**src/inc/eipu_regs.vh**
```
// How it works
// - Pull device on while pin enabled, unless disable bit set.
// - Polarity bit picks falling/low or rising/high.
// - Rising selects pull-down, falling selects pull-up.
// - Pin enable gates all pin events.
// - Detected event sets read-only sticky flag.
// - Writing one to acknowledge clears flag.
// - Level mode: held level blocks acknowledge.
// - Interrupt enable forwards flag to CPU.
// - Mode bit: edges only, or edges plus levels.
`ifndef EIPU_REGS_VH
`define EIPU_REGS_VH

// ----------------------------------------------------------------------
// Bus geometry
// ----------------------------------------------------------------------
`define EIPU_ADDR_W          12
`define EIPU_DATA_W          32

// ----------------------------------------------------------------------
// Register byte offsets
// ----------------------------------------------------------------------
`define EIPU_OFF_CSR         12'h000
`define EIPU_OFF_STAT        12'h004
`define EIPU_OFF_MASK        12'h008

// ----------------------------------------------------------------------
// Status and control register fields
// ----------------------------------------------------------------------
`define EIPU_CSR_RSVD7       7
`define EIPU_CSR_PULL_DIS    6
`define EIPU_CSR_POLARITY    5
`define EIPU_CSR_PIN_EN      4
`define EIPU_CSR_FLAG        3
`define EIPU_CSR_ACK         2
`define EIPU_CSR_IRQ_EN      1
`define EIPU_CSR_MODE        0
`define EIPU_CSR_RESET       8'h00

// ----------------------------------------------------------------------
// Interrupt status and mask fields
// ----------------------------------------------------------------------
`define EIPU_EVT_W           2
`define EIPU_EVT_PIN         0
`define EIPU_EVT_ACK_HELD    1
`define EIPU_STAT_RESET      2'h0
`define EIPU_MASK_RESET      2'h0

// ----------------------------------------------------------------------
// Synchroniser
// ----------------------------------------------------------------------
`define EIPU_SYNC_RESET      1'b0

`endif

```
**src/verilog/eipu_sync.v**
```verilog
`timescale 1ns/1ps
`include "eipu_regs.vh"

module eipu_sync (
   // Clock and reset
   input  wire clk,
   input  wire rst,
   // Asynchronous level in, synchronous level out
   input  wire async_in,
   output wire sync_out
);

   reg meta_q;
   reg sync_q;

   // The first stage feeds only the second, so a metastable sample never
   // reaches any decision logic.
   always @(posedge clk or posedge rst) begin
      if (rst) begin
         meta_q <= `EIPU_SYNC_RESET;
         sync_q <= `EIPU_SYNC_RESET;
      end else begin
         meta_q <= async_in;
         sync_q <= meta_q;
      end
   end

   assign sync_out = sync_q;

endmodule

```
**src/verilog/eipu_top.v**
```verilog
// The implementer's own choices: the register addresses and the APB slave port.
`timescale 1ns/1ps
`include "eipu_regs.vh"

module eipu_top (
   // Clock and reset
   input  wire        clk,
   input  wire        rst,
   // APB slave
   input  wire        psel,
   input  wire        penable,
   input  wire        pwrite,
   input  wire [11:0] paddr,
   input  wire [31:0] pwdata,
   output wire [31:0] prdata,
   output wire        pready,
   output wire        pslverr,
   // Interrupt request pin
   input  wire        irq_pin,
   // Pull device control
   output wire        pull_enable,
   output wire        pull_up_select,
   // Requests
   output wire        cpu_irq_req,
   output wire        irq
);

   // ----------------------------------------------------------------------
   // Declarations
   // ----------------------------------------------------------------------
   reg                     pull_dis_q;
   reg                     polarity_q;
   reg                     pin_en_q;
   reg                     flag_q;
   reg                     flag_d;
   reg                     irq_en_q;
   reg                     mode_q;
   reg  [`EIPU_EVT_W-1:0]  stat_q;
   reg  [`EIPU_EVT_W-1:0]  stat_d;
   reg  [`EIPU_EVT_W-1:0]  mask_q;
   reg  [31:0]             prdata_q;
   reg  [31:0]             prdata_d;
   reg                     pslverr_q;
   reg                     pslverr_d;
   reg                     prev_active_q;
   wire                    pin_sync;
   wire                    pin_active;
   wire                    edge_hit;
   wire                    level_hit;
   wire                    pin_event;
   wire                    setup_phase;
   wire                    wr_access;
   wire                    wr_csr;
   wire                    wr_stat;
   wire                    wr_mask;
   wire                    ack_req;
   wire                    ack_blocked;
   wire [`EIPU_EVT_W-1:0]  evt_set;
   wire [`EIPU_EVT_W-1:0]  evt_clr;

   // ----------------------------------------------------------------------
   // Helper functions
   // ----------------------------------------------------------------------
   // Word-aligned match; the two low address bits are ignored.
   function addr_hit;
      input [11:0] addr;
      input [11:0] offset;
      begin
         addr_hit = (addr[11:2] == offset[11:2]);
      end
   endfunction

   // True when the address names one of the three registers.
   function addr_mapped;
      input [11:0] addr;
      begin
         addr_mapped = addr_hit(addr, `EIPU_OFF_CSR) |
                       addr_hit(addr, `EIPU_OFF_STAT) |
                       addr_hit(addr, `EIPU_OFF_MASK);
      end
   endfunction

   // Sticky update: a set in the same cycle as a clear wins.
   function [`EIPU_EVT_W-1:0] sticky_next;
      input [`EIPU_EVT_W-1:0] cur;
      input [`EIPU_EVT_W-1:0] set;
      input [`EIPU_EVT_W-1:0] clr;
      begin
         sticky_next = (cur & ~clr) | set;
      end
   endfunction

   // ----------------------------------------------------------------------
   // Pin synchroniser and detection
   // ----------------------------------------------------------------------
   eipu_sync eipu_sync_inst (
      .clk      (clk),
      .rst      (rst),
      .async_in (irq_pin),
      .sync_out (pin_sync)
   );

   // Active means the level that the polarity bit selects.
   assign pin_active = polarity_q ? pin_sync : ~pin_sync;

   // The previous sample follows the pin even while disabled, so turning the
   // function on while the pin already sits active is not taken as an edge.
   always @(posedge clk or posedge rst) begin
      if (rst) begin
         prev_active_q <= 1'b0;
      end else begin
         prev_active_q <= pin_active;
      end
   end

   assign edge_hit  = pin_active & ~prev_active_q;
   assign level_hit = mode_q & pin_active;
   assign pin_event = pin_en_q & (edge_hit | level_hit);

   // ----------------------------------------------------------------------
   // Pull device
   // ----------------------------------------------------------------------
   assign pull_enable    = pin_en_q & ~pull_dis_q;
   // Pull-up for falling polarity, pull-down for rising polarity.
   assign pull_up_select = pin_en_q & ~polarity_q;

   // ----------------------------------------------------------------------
   // APB decode
   // ----------------------------------------------------------------------
   // Every access completes in its first access cycle.
   assign pready      = 1'b1;
   assign setup_phase = psel & ~penable;
   assign wr_access   = psel & penable & pwrite & addr_mapped(paddr);
   assign wr_csr      = wr_access & addr_hit(paddr, `EIPU_OFF_CSR);
   assign wr_stat     = wr_access & addr_hit(paddr, `EIPU_OFF_STAT);
   assign wr_mask     = wr_access & addr_hit(paddr, `EIPU_OFF_MASK);

   // Only a one in the acknowledge position requests a clear.
   assign ack_req     = wr_csr & pwdata[`EIPU_CSR_ACK];

   // In level mode the held active level keeps setting the flag, which by
   // priority defeats the acknowledge; this marks that refusal.
   assign ack_blocked = ack_req & pin_event & level_hit;

   // ----------------------------------------------------------------------
   // Control bits
   // ----------------------------------------------------------------------
   always @(posedge clk or posedge rst) begin
      if (rst) begin
         pull_dis_q <= 1'b0;
         polarity_q <= 1'b0;
         pin_en_q   <= 1'b0;
         irq_en_q   <= 1'b0;
         mode_q     <= 1'b0;
      end else if (wr_csr) begin
         pull_dis_q <= pwdata[`EIPU_CSR_PULL_DIS];
         polarity_q <= pwdata[`EIPU_CSR_POLARITY];
         pin_en_q   <= pwdata[`EIPU_CSR_PIN_EN];
         irq_en_q   <= pwdata[`EIPU_CSR_IRQ_EN];
         mode_q     <= pwdata[`EIPU_CSR_MODE];
      end
   end

   // ----------------------------------------------------------------------
   // Event flag
   // ----------------------------------------------------------------------
   // Software cannot write the flag itself; only acknowledge clears it.
   always @* begin
      flag_d = flag_q;
      if (ack_req) begin
         flag_d = 1'b0;
      end
      if (pin_event) begin
         flag_d = 1'b1;
      end
   end

   always @(posedge clk or posedge rst) begin
      if (rst) begin
         flag_q <= 1'b0;
      end else begin
         flag_q <= flag_d;
      end
   end

   // Polling remains possible with the enable low.
   assign cpu_irq_req = irq_en_q & flag_q;

   // ----------------------------------------------------------------------
   // Interrupt status and mask
   // ----------------------------------------------------------------------
   assign evt_set = {ack_blocked, pin_event};
   assign evt_clr = wr_stat ? pwdata[`EIPU_EVT_W-1:0] : {`EIPU_EVT_W{1'b0}};

   always @* begin
      stat_d = sticky_next(stat_q, evt_set, evt_clr);
   end

   always @(posedge clk or posedge rst) begin
      if (rst) begin
         stat_q <= `EIPU_STAT_RESET;
      end else begin
         stat_q <= stat_d;
      end
   end

   always @(posedge clk or posedge rst) begin
      if (rst) begin
         mask_q <= `EIPU_MASK_RESET;
      end else if (wr_mask) begin
         mask_q <= pwdata[`EIPU_EVT_W-1:0];
      end
   end

   assign irq = |(stat_q & mask_q);

   // ----------------------------------------------------------------------
   // Read data and error response
   // ----------------------------------------------------------------------
   // Read data is captured in the setup cycle so the bus sees a flip-flop;
   // the trade is that it reflects state one edge before the access edge.
   always @* begin
      prdata_d  = prdata_q;
      pslverr_d = 1'b0;
      if (setup_phase) begin
         prdata_d  = 32'h0000_0000;
         pslverr_d = ~addr_mapped(paddr);
         if (!pwrite) begin
            if (addr_hit(paddr, `EIPU_OFF_CSR)) begin
               prdata_d[`EIPU_CSR_RSVD7]    = 1'b0;
               prdata_d[`EIPU_CSR_PULL_DIS] = pull_dis_q;
               prdata_d[`EIPU_CSR_POLARITY] = polarity_q;
               prdata_d[`EIPU_CSR_PIN_EN]   = pin_en_q;
               prdata_d[`EIPU_CSR_FLAG]     = flag_q;
               prdata_d[`EIPU_CSR_ACK]      = 1'b0;
               prdata_d[`EIPU_CSR_IRQ_EN]   = irq_en_q;
               prdata_d[`EIPU_CSR_MODE]     = mode_q;
            end else if (addr_hit(paddr, `EIPU_OFF_STAT)) begin
               prdata_d[`EIPU_EVT_W-1:0] = stat_q;
            end else if (addr_hit(paddr, `EIPU_OFF_MASK)) begin
               prdata_d[`EIPU_EVT_W-1:0] = mask_q;
            end
         end
      end else if (psel & penable) begin
         pslverr_d = pslverr_q;
      end
   end

   always @(posedge clk or posedge rst) begin
      if (rst) begin
         prdata_q  <= 32'h0000_0000;
         pslverr_q <= 1'b0;
      end else begin
         prdata_q  <= prdata_d;
         pslverr_q <= pslverr_d;
      end
   end

   assign prdata  = prdata_q;
   assign pslverr = pslverr_q & psel & penable;

endmodule

```
**config.mk**
```make
export PLATFORM = sky130hd
export DESIGN_NAME = eipu_top
export DESIGN_NICKNAME = d
export VERILOG_FILES = /design/src/verilog/eipu_sync.v /design/src/verilog/eipu_top.v
export VERILOG_INCLUDE_DIRS = /design/src /design/src/inc
export SDC_FILE = /design/constraint.sdc
export NUM_CORES = 1
export LEC_CHECK = 0
export ABC_AREA = 1
export BUFFER_PORTS_ARGS = -buffer_cell sky130_fd_sc_hd__buf_4
export CELL_PAD_IN_SITES_DETAIL_PLACEMENT = 1
export CELL_PAD_IN_SITES_GLOBAL_PLACEMENT = 2
export CORE_MARGIN = 3
export CORE_UTILIZATION = 20
export CTS_CLUSTER_SIZE = 16
export DETAILED_ROUTE_END_ITERATION = 8
export GPL_ROUTABILITY_DRIVEN = 0
export PLACE_DENSITY_LB_ADDON = 0.25
export SYNTH_ARGS = -nofsm -noshare
export SYNTH_HDL_FRONTEND = slang
export SYNTH_SLANG_ARGS = --single-unit
```
**constraint.sdc**
```tcl
create_clock -name clk -period 1.2 [get_ports clk]
set_input_delay 0.12 -clock clk [delete_from_list [all_inputs] [get_ports clk]]
set_output_delay 0.12 -clock clk [all_outputs]
set_load 0.02 [all_outputs]
```
; Yosys cells after proc, flatten, opt, wreduce, memory -nomap -nowiden
; Cells that the tools add are included.
; Widths: inputs -> output; s select.
[word_totals]
ff_bits = 22
inputBits = 50
wordCells = 61
[op_classes]
bitwise = 31
n_mux = 11
reduce_logical = 3
n_eq_ne = 3
[ops]
columns = cell, n
row1 = $and 1x1->1, 18
row2 = $eq 10x1->1 const B, 1
row3 = $eq 10x2->1 const B, 1
row4 = $logic_not 10->1, 1
row5 = $mux 2, 4
row6 = $mux 7, 1
row7 = $not 1->1, 6
row8 = $mux 1, 5
row9 = $mux 5, 1
row10 = $and 2x2->2, 2
row11 = $or 1x1->1, 3
row12 = $ne 2x2->1 const B, 1
row13 = $not 2->2, 1
row14 = $or 2x2->2, 1
row15 = $reduce_bool 2->1, 1
row16 = $reduce_or 2->1, 1

; Longest topological paths before layout
; Gate-level depths: netlist (run 1).
[logic_depth]
word_depth = 9
ltp_mapped = 9

; Modules after synthesis
; A second synthesis (run 1) with hierarchy kept.
[hier_totals]
hier_cells = 156
area_unflattened_um2 = 1204.9
[by_module_without_submodules]
columns = mod, area_per_inst_um2, seq_area_each_um2, cells_per_inst, instances
row1 = eipu_top, 1151.1, 450.4, 153, 1
row2 = eipu_sync, 53.8, 50.0, 3, 1

; Least setup slack after synthesis (run 1)
; No wires, ideal clock.
[synth_timing]
path_type = in2reg
startpoint = input paddr[9]
endpoint = register flag_q
path_slack_ns = 0.172
required_ns = 1.083
path_stages = 9
arrival_time_ns = 0.911
path_cell_list = nor2_1 -> nand2_1 -> nor2_4 -> nand2_4 -> nor2_4 -> buf_6 -> nand2_2 -> nand2_1 -> nand2_1
[synth_via]
elab_chain_len = 7
[synth_lines]
columns = item, line
row1 = from (decl), eipu_top.v:13  ; input wire [11:0] paddr,
row2 = $eq 10x1->1 / $logic_not 10->1 (equally long branches), eipu_top.v:69  ; addr_hit = (addr[11:2] == offset[11:2]);
row3 = $or 1x1->1 (2 in a row), eipu_top.v:77  ; addr_mapped = addr_hit(addr, `EIPU_OFF_CSR) |
row4 = $and 1x1->1, eipu_top.v:133  ; assign wr_access = psel & penable & pwrite & addr_mapped(paddr);
row5 = $and 1x1->1 (*), eipu_top.v:134  ; assign wr_csr = wr_access & addr_hit(paddr, `EIPU_OFF_CSR);
row6 = $and 1x1->1 (*), eipu_top.v:139  ; assign ack_req = wr_csr & pwdata[`EIPU_CSR_ACK];
row7 = $reduce_bool 2->1 (no line) (*), -
row8 = to (signal assigned), eipu_top.v:182  ; flag_q <= flag_d;
row9 = to (decl), eipu_top.v:34  ; reg flag_q;
; Mark *: on every way between the ends. The rest lies on a longest branch, timed or not.
; A chain may end at the register's enable or synchronous reset.

; Final worst setup path (run 1)
[layout_timing]
startpoint = register mask_q[0]
endpoint = output irq
[layout_via]
elab_chain_len = 2
[layout_lines]
columns = item, line
row1 = from (decl), eipu_top.v:40  ; reg [`EIPU_EVT_W-1:0] mask_q;
row2 = from (signal assigned), eipu_top.v:209  ; mask_q <= `EIPU_MASK_RESET;
row3 = from (signal assigned), eipu_top.v:211  ; mask_q <= pwdata[`EIPU_EVT_W-1:0];
row4 = $and 2x2->2, eipu_top.v:215  ; assign irq = |(stat_q & mask_q);
row5 = $reduce_or 2->1, eipu_top.v:215
row6 = to (decl), eipu_top.v:25  ; output wire irq
; No other way between the ends.

==> flow_summary.toml, run 1 <==
[power]
power_density_mw_per_mm2 = 865
leakagePower_nw = 0.863
fin_total_pwr_w = 0.00135
peakVddDrop_uv = 398

[clock_tree]
cts_tree = "built"
cts_made_buffers = 3
path_clk_slew_ns = 0.08
cts.sinks = 20
clock_path_buffers = 2
htreeDepth = 1
cts_root_buffer = "clkbuf_8"
clock_latency_ns = 0.26

[finish]
largest_reg_flops = 6
fin_area_sq_mm = 0.00156
antenna-diode-count = 0
syn2layout_area_growth_pct = 28.8
fin_cells = 271
drive_gt1_share_pct = 28.6
n_fill_cell = 712
final_nets = 251

[flow_run]
maxCapViolCount = 0

[yosys]
netlist_top_cells_count = "nand2_1, buf_4, dfrtp_1, inv_1, o21ai_0"
synth_cells = 155
syn-cell-area_sq_mm = 0.00121
yosysMostFrequentCell = "nand2_1"
yosysTopAreaCell = "dfrtp_1"
synth_top_area_share_pct = 41.3
synth_ff_type = "dfrtp_1"
avgSynthCellArea_sq_um = 7.81
synth_area_leaders = "dfrtp_1, buf_4, nand2_1, inv_1, o21ai_0"
synth_edf_count = 0
synth_warnings = 0
synth-seq-cells = 20
async_flop_share_pct = 100
ys_types = 19
ys_seq_area_share_pct = 41.3

[global_route]
grtUsageTotal_pct = 8.50
grt_max_degree = 21
grt_overflow = 0
grt_pass1_wl_um = 4920
grt_antenna_before_repair = 0
grt_pass1_vias = 1060

[sta]
slew_viol_final = 0
rsz0062_at_grt = "no"
final-hold-violation-count = 0
layout_min_cycle_time_ns = 1.16
post-route-period-util_pct = 96.5
setup_viol = 0
fmax_ghz = 0.864
skew_ns = 0.00689
tns_ns = 0
fin_ws_ns = 0.0422

[placed_design]
dp_slack_ns = -0.0723
dpl.hpwl_um = 2360
port-buffer-count = 32
dp.cells = 262
dpl-instance-area_sq_mm = 0.00146

[hold_path]
hold_class = "input port to flip-flop"

[worst_setup_path]
start_kind = "flip-flop"
crit_arrival_ns = 1.04
endpoint_kind = "primary output"
required_ns = 1.08
cp_max_fo = 3
path_class = "flip-flop to primary output"

[drt]
wirelength_um = 2850
vias_per_cell = 3.69
drtIter0Drc = 23
dr.pass1.iters = 2
ant_nets = 0
vias = 999
drcViolationCount = 0
wl_per_cell_um = 10.5

[status]
status = "finished clean"

[floorplan]
core_sq_mm = 0.00568
die_h_um = 83.8
die_w_um = 83.8
pin_count = 88
rows = 27
start_util_pct = 21.3
die_area_sq_mm = 0.00703
[worst paths after layout]
check,startpoint,to,slack [ns],cells past startpoint
hold reg to reg,eipu_sync_inst.meta_q,eipu_sync_inst.sync_out,0.35,0
min in group asynchronous,rst,eipu_sync_inst.sync_out,0.44,4
setup / recovery,mask_q[0],irq,0.04,2
max in group asynchronous,rst,prdata[0],0.55,4
hold / removal,pwdata[6],pull_dis_q,0.07,3
setup reg to reg,polarity_q,stat_q[0],0.11,5
[layout by cell type, fill, tap and decap left out]
master         synthesis  final
dfrtp_1               20     20
nand3_1                8      8
clkbuf_8               0      3
nand2_4                1      1
nand2_1               41     40
o21ai_0               13     13
nor2_1                10     10
conb_1                 2     27
inv_1                 18     18
nand4_1                1      1
nor2_8                 1      1
nor3_1                 1      1
nand2_2                1      2
or2_2                  4      4
a22o_1                 1      1
nor2_4                 2      2
dlygate4sd3_1          0      2
a21oi_1                1      1
buf_4                 27     42
buf_6                  2      1
inv_2                  1      1
[timing repair]
action,4_1_cts,5_1_grt
hold buffers,2,0
hold endpoints to repair,21,0
buffers inserted,0,4
setup endpoints to repair,0,3
resized for setup,0,2
[power breakdown]
part           switching, W  total (W)  internal [W]
sequential       0.00000283   0.000686      0.000683
clock              0.000214   0.000438      0.000223
combinational      0.000149   0.000226     0.0000772
total              0.000367    0.00135      0.000983
[cell families (layout without fill, tap and decap cells)]
family,after synthesis,in the layout,synth area share [%]
AND/OR/NAND/NOR,70,70,27.1
buffers and inverters,48,67,24.5
flip-flops,20,20,41.3
AO/OA/AOI/OAI,15,15,6.51
other,2,27,0.620
[metal layers]
metal  track usage [%]  vias to the layer above  share of wire, %
met5                 0                        -                 0
met4              2.63                        0               1.0
met3              2.27                        4               7.6
met2              14.8                       39                49
met1              10.1                      448                42
li1                  -                      508                 -
[through the flow]
| stage | hold slack, ns | util (%) |
|---|---|---|
| floorplan | 0.0838 | - |
| global placement | 0.175 | 25.8 |
| detailed placement | 0.177 | 25.8 |
| CTS | 0.0596 | 26.9 |
| global route | 0.0757 | 27.5 |
| finish | 0.0671 | 27.5 |
[cell type report]
type                    instances  area [sq um]  share of cell area (%)
multi-input cells             112           510                    32.7
flip-flops and latches         20           500                    32.1
repair buffers                 45           347                    22.2
well taps                      72          90.1                    5.77
inverters                      19          71.3                    4.57
clock buffers                   3          41.3                    2.65
[worst max-delay path, cell delays in order, from the launching register on]
cell and delay (ns):
dfrtp_1 0.40, a22o_1 0.25, buf_6 0.13
No activity file was read; power rests on OpenSTA's default activity.
==> run 2: changes to the inputs <==
--- a/config.mk
+++ b/config.mk
@@ -10,7 +10,7 @@
 export BUFFER_PORTS_ARGS = -buffer_cell sky130_fd_sc_hd__buf_4
 export CELL_PAD_IN_SITES_DETAIL_PLACEMENT = 1
 export CELL_PAD_IN_SITES_GLOBAL_PLACEMENT = 2
-export CORE_MARGIN = 3
+export CORE_MARGIN = 4
 export CORE_UTILIZATION = 20
 export CTS_CLUSTER_SIZE = 16
 export DETAILED_ROUTE_END_ITERATION = 8
==> constraint.sdc (replaced) <==
create_clock -name clk -period 1.3 [get_ports clk]
set_input_delay 0.13 -clock clk [delete_from_list [all_inputs] [get_ports clk]]
set_output_delay 0.13 -clock clk [all_outputs]
set_load 0.02 [all_outputs]
==> run 2 against run 1 <==
  * Non-clock buffer count down 8
  * Cell area shrank 3.1%
  * Total power is 1.8% lower
  * Critical endpoint unchanged
==> flow_summary.toml, run 2 (same netlist as run 1, synthesis figures left out) <==
[sta]
rsz0062_at_grt = "no"
setup_viol = 0
post-route-period-util_pct = 92.1
tns_ns = 0
layout_min_cycle_time_ns = 1.20
slew_viol_final = 0
final-hold-violation-count = 0
fmax_ghz = 0.835
skew_ns = 0.00337

[finish]
final_nets = 243
n_fill_cell = 746
drive_gt1_share_pct = 25.5
largest_reg_flops = 6
syn2layout_area_growth_pct = 24.8
antenna-diode-count = 0
final_common_cell = "nand2_1"
fin_area_sq_mm = 0.00151
most-common-layout-cells = "nand2_1, buf_4, conb_1, dfrtp_1, inv_1"
fin_cells = 267

[worst_setup_path]
cpLargestDelayFamily = "flip-flops"
r2r-end = "stat_q[0]"
path_cells = "a22o_1, buf_4"
path_class = "flip-flop to primary output"
cp_num_buf_inv = 1
slowest_delay_ns = 0.41
required_ns = 1.17
worst_r2r_startpoint = "polarity_q"
endpoint_kind = "primary output"
cp_slowest_cell = "dfrtp_1"
cp_max_fo = 3
cp_num_cells = 2
crit_start = "stat_q[0]"
crit_arrival_ns = 1.07
reg2reg_slack_ns = 0.19
reg2reg_depth = 5
start_kind = "flip-flop"

[clock_tree]
clock_latency_ns = 0.26
cts_made_buffers = 3
clock_path_buffers = 2
ctsResizeCount = 0
cts_root_buffer = "clkbuf_8"
path_clk_slew_ns = 0.08
htreeDepth = 1
cts_tree = "built"
cts.sinks = 20

[global_route]
grtUsageTotal_pct = 8.35
grt_max_degree = 21
grt_pass1_wl_um = 4890
grt_overflow = 0
grt_antenna_before_repair = 0
grt_pass1_vias = 1036

[floorplan]
die_w_um = 85.8
die_h_um = 85.8
pin_count = 88
start_util_pct = 20.6
core_sq_mm = 0.00589
rows = 28
die_area_sq_mm = 0.00737

[drt]
vias = 1000
vias_per_cell = 3.75
wirelength_um = 2890
ant_nets = 0
drtIter0Drc = 20
dr.pass1.iters = 4
drcViolationCount = 0
wl_per_cell_um = 10.8

[hold_path]
hold_path_end = "pull_dis_q"
hold_start = "pwdata[6]"
hold_class = "input port to flip-flop"
min_path_cells = 3

[power]
leakagePower_nw = 0.828
fin_total_pwr_w = 0.00133
power_density_mw_per_mm2 = 877
peakVddDrop_uv = 357

[placed_design]
dpl.hpwl_um = 2390
dpl-instance-area_sq_mm = 0.00144
port-buffer-count = 32
dp.cells = 261

[flow_run]
maxCapViolCount = 0

[status]
status = "finished clean"
-- run 2: changes by cell type in the layout (fill, tap and decap cells not counted) --
cell | before | now
nand2_2 | 2 | 1
buf_6 | 1 | 0
buf_4 | 42 | 35
nand2_1 | 40 | 41
clkbuf_8 | 3 | 4
-- run 2: final cells by class --
class / instances / area, sq um / share of cell area, %
clock buffer: 4 / 55.1 / 3.64
inverter: 19 / 71.3 / 4.72
multi-input combinational: 112 / 508 / 33.6
sequential: 20 / 500 / 33.1
tap: 75 / 93.8 / 6.21
timing repair buffer: 37 / 283 / 18.7
-- run 2: worst register-to-register path, cell delays in order, from the launching register on --
cell     delay [ns]
dfrtp_1        0.42
or2_2          0.30
nand2_1        0.08
inv_1          0.05
nand2_1        0.08
nand2_1        0.06
-- run 2: report_power, final --
| group | switching (W) | total [W] | internal [W] |
|---|---|---|---|
| combinational | 0.000138 | 0.000205 | 0.0000666 |
| sequential | 0.00000258 | 0.000632 | 0.000630 |
| clock | 0.000219 | 0.000489 | 0.000270 |
| total | 0.000360 | 0.00133 | 0.000966 |
-- run 2: stage by stage --
| step | worst slack (ns) | hold WS [ns] | utilization [%] |
|---|---|---|---|
| after global routing | 0.0490 | 0.0793 | 25.7 |
| after global placement | -0.0183 | 0.182 | 24.4 |
| final | 0.102 | 0.0724 | 25.7 |
| after floorplan | 0.262 | 0.0938 | - |
| after detailed placement | -0.0575 | 0.193 | 24.4 |
| after CTS | 0.0869 | 0.0711 | 25.7 |
-- run 2: what timing repair did --
action | 4_1_cts | 5_1_grt
setup buffers | 0 | 0
endpoints found under the hold margin | 21 | 0
hold buffers | 2 | 0
-- run 2: metal layers --
layer	up-vias	part of all wire (%)	track usage [%]
met2	36	51	15.4
li1	494	-	-
met4	0	1.3	2.59
met3	4	6.8	2.11
met1	466	41	9.34
met5	-	0	0
-- run 2: worst max path at each step --
stage,to,slack (ns)
after floorplan,flag_q,0.26
after global placement,polarity_q,-0.02
after detailed placement,pull_dis_q,-0.06
after CTS,irq,0.09
after global routing,pull_enable,0.05
final,irq,0.10
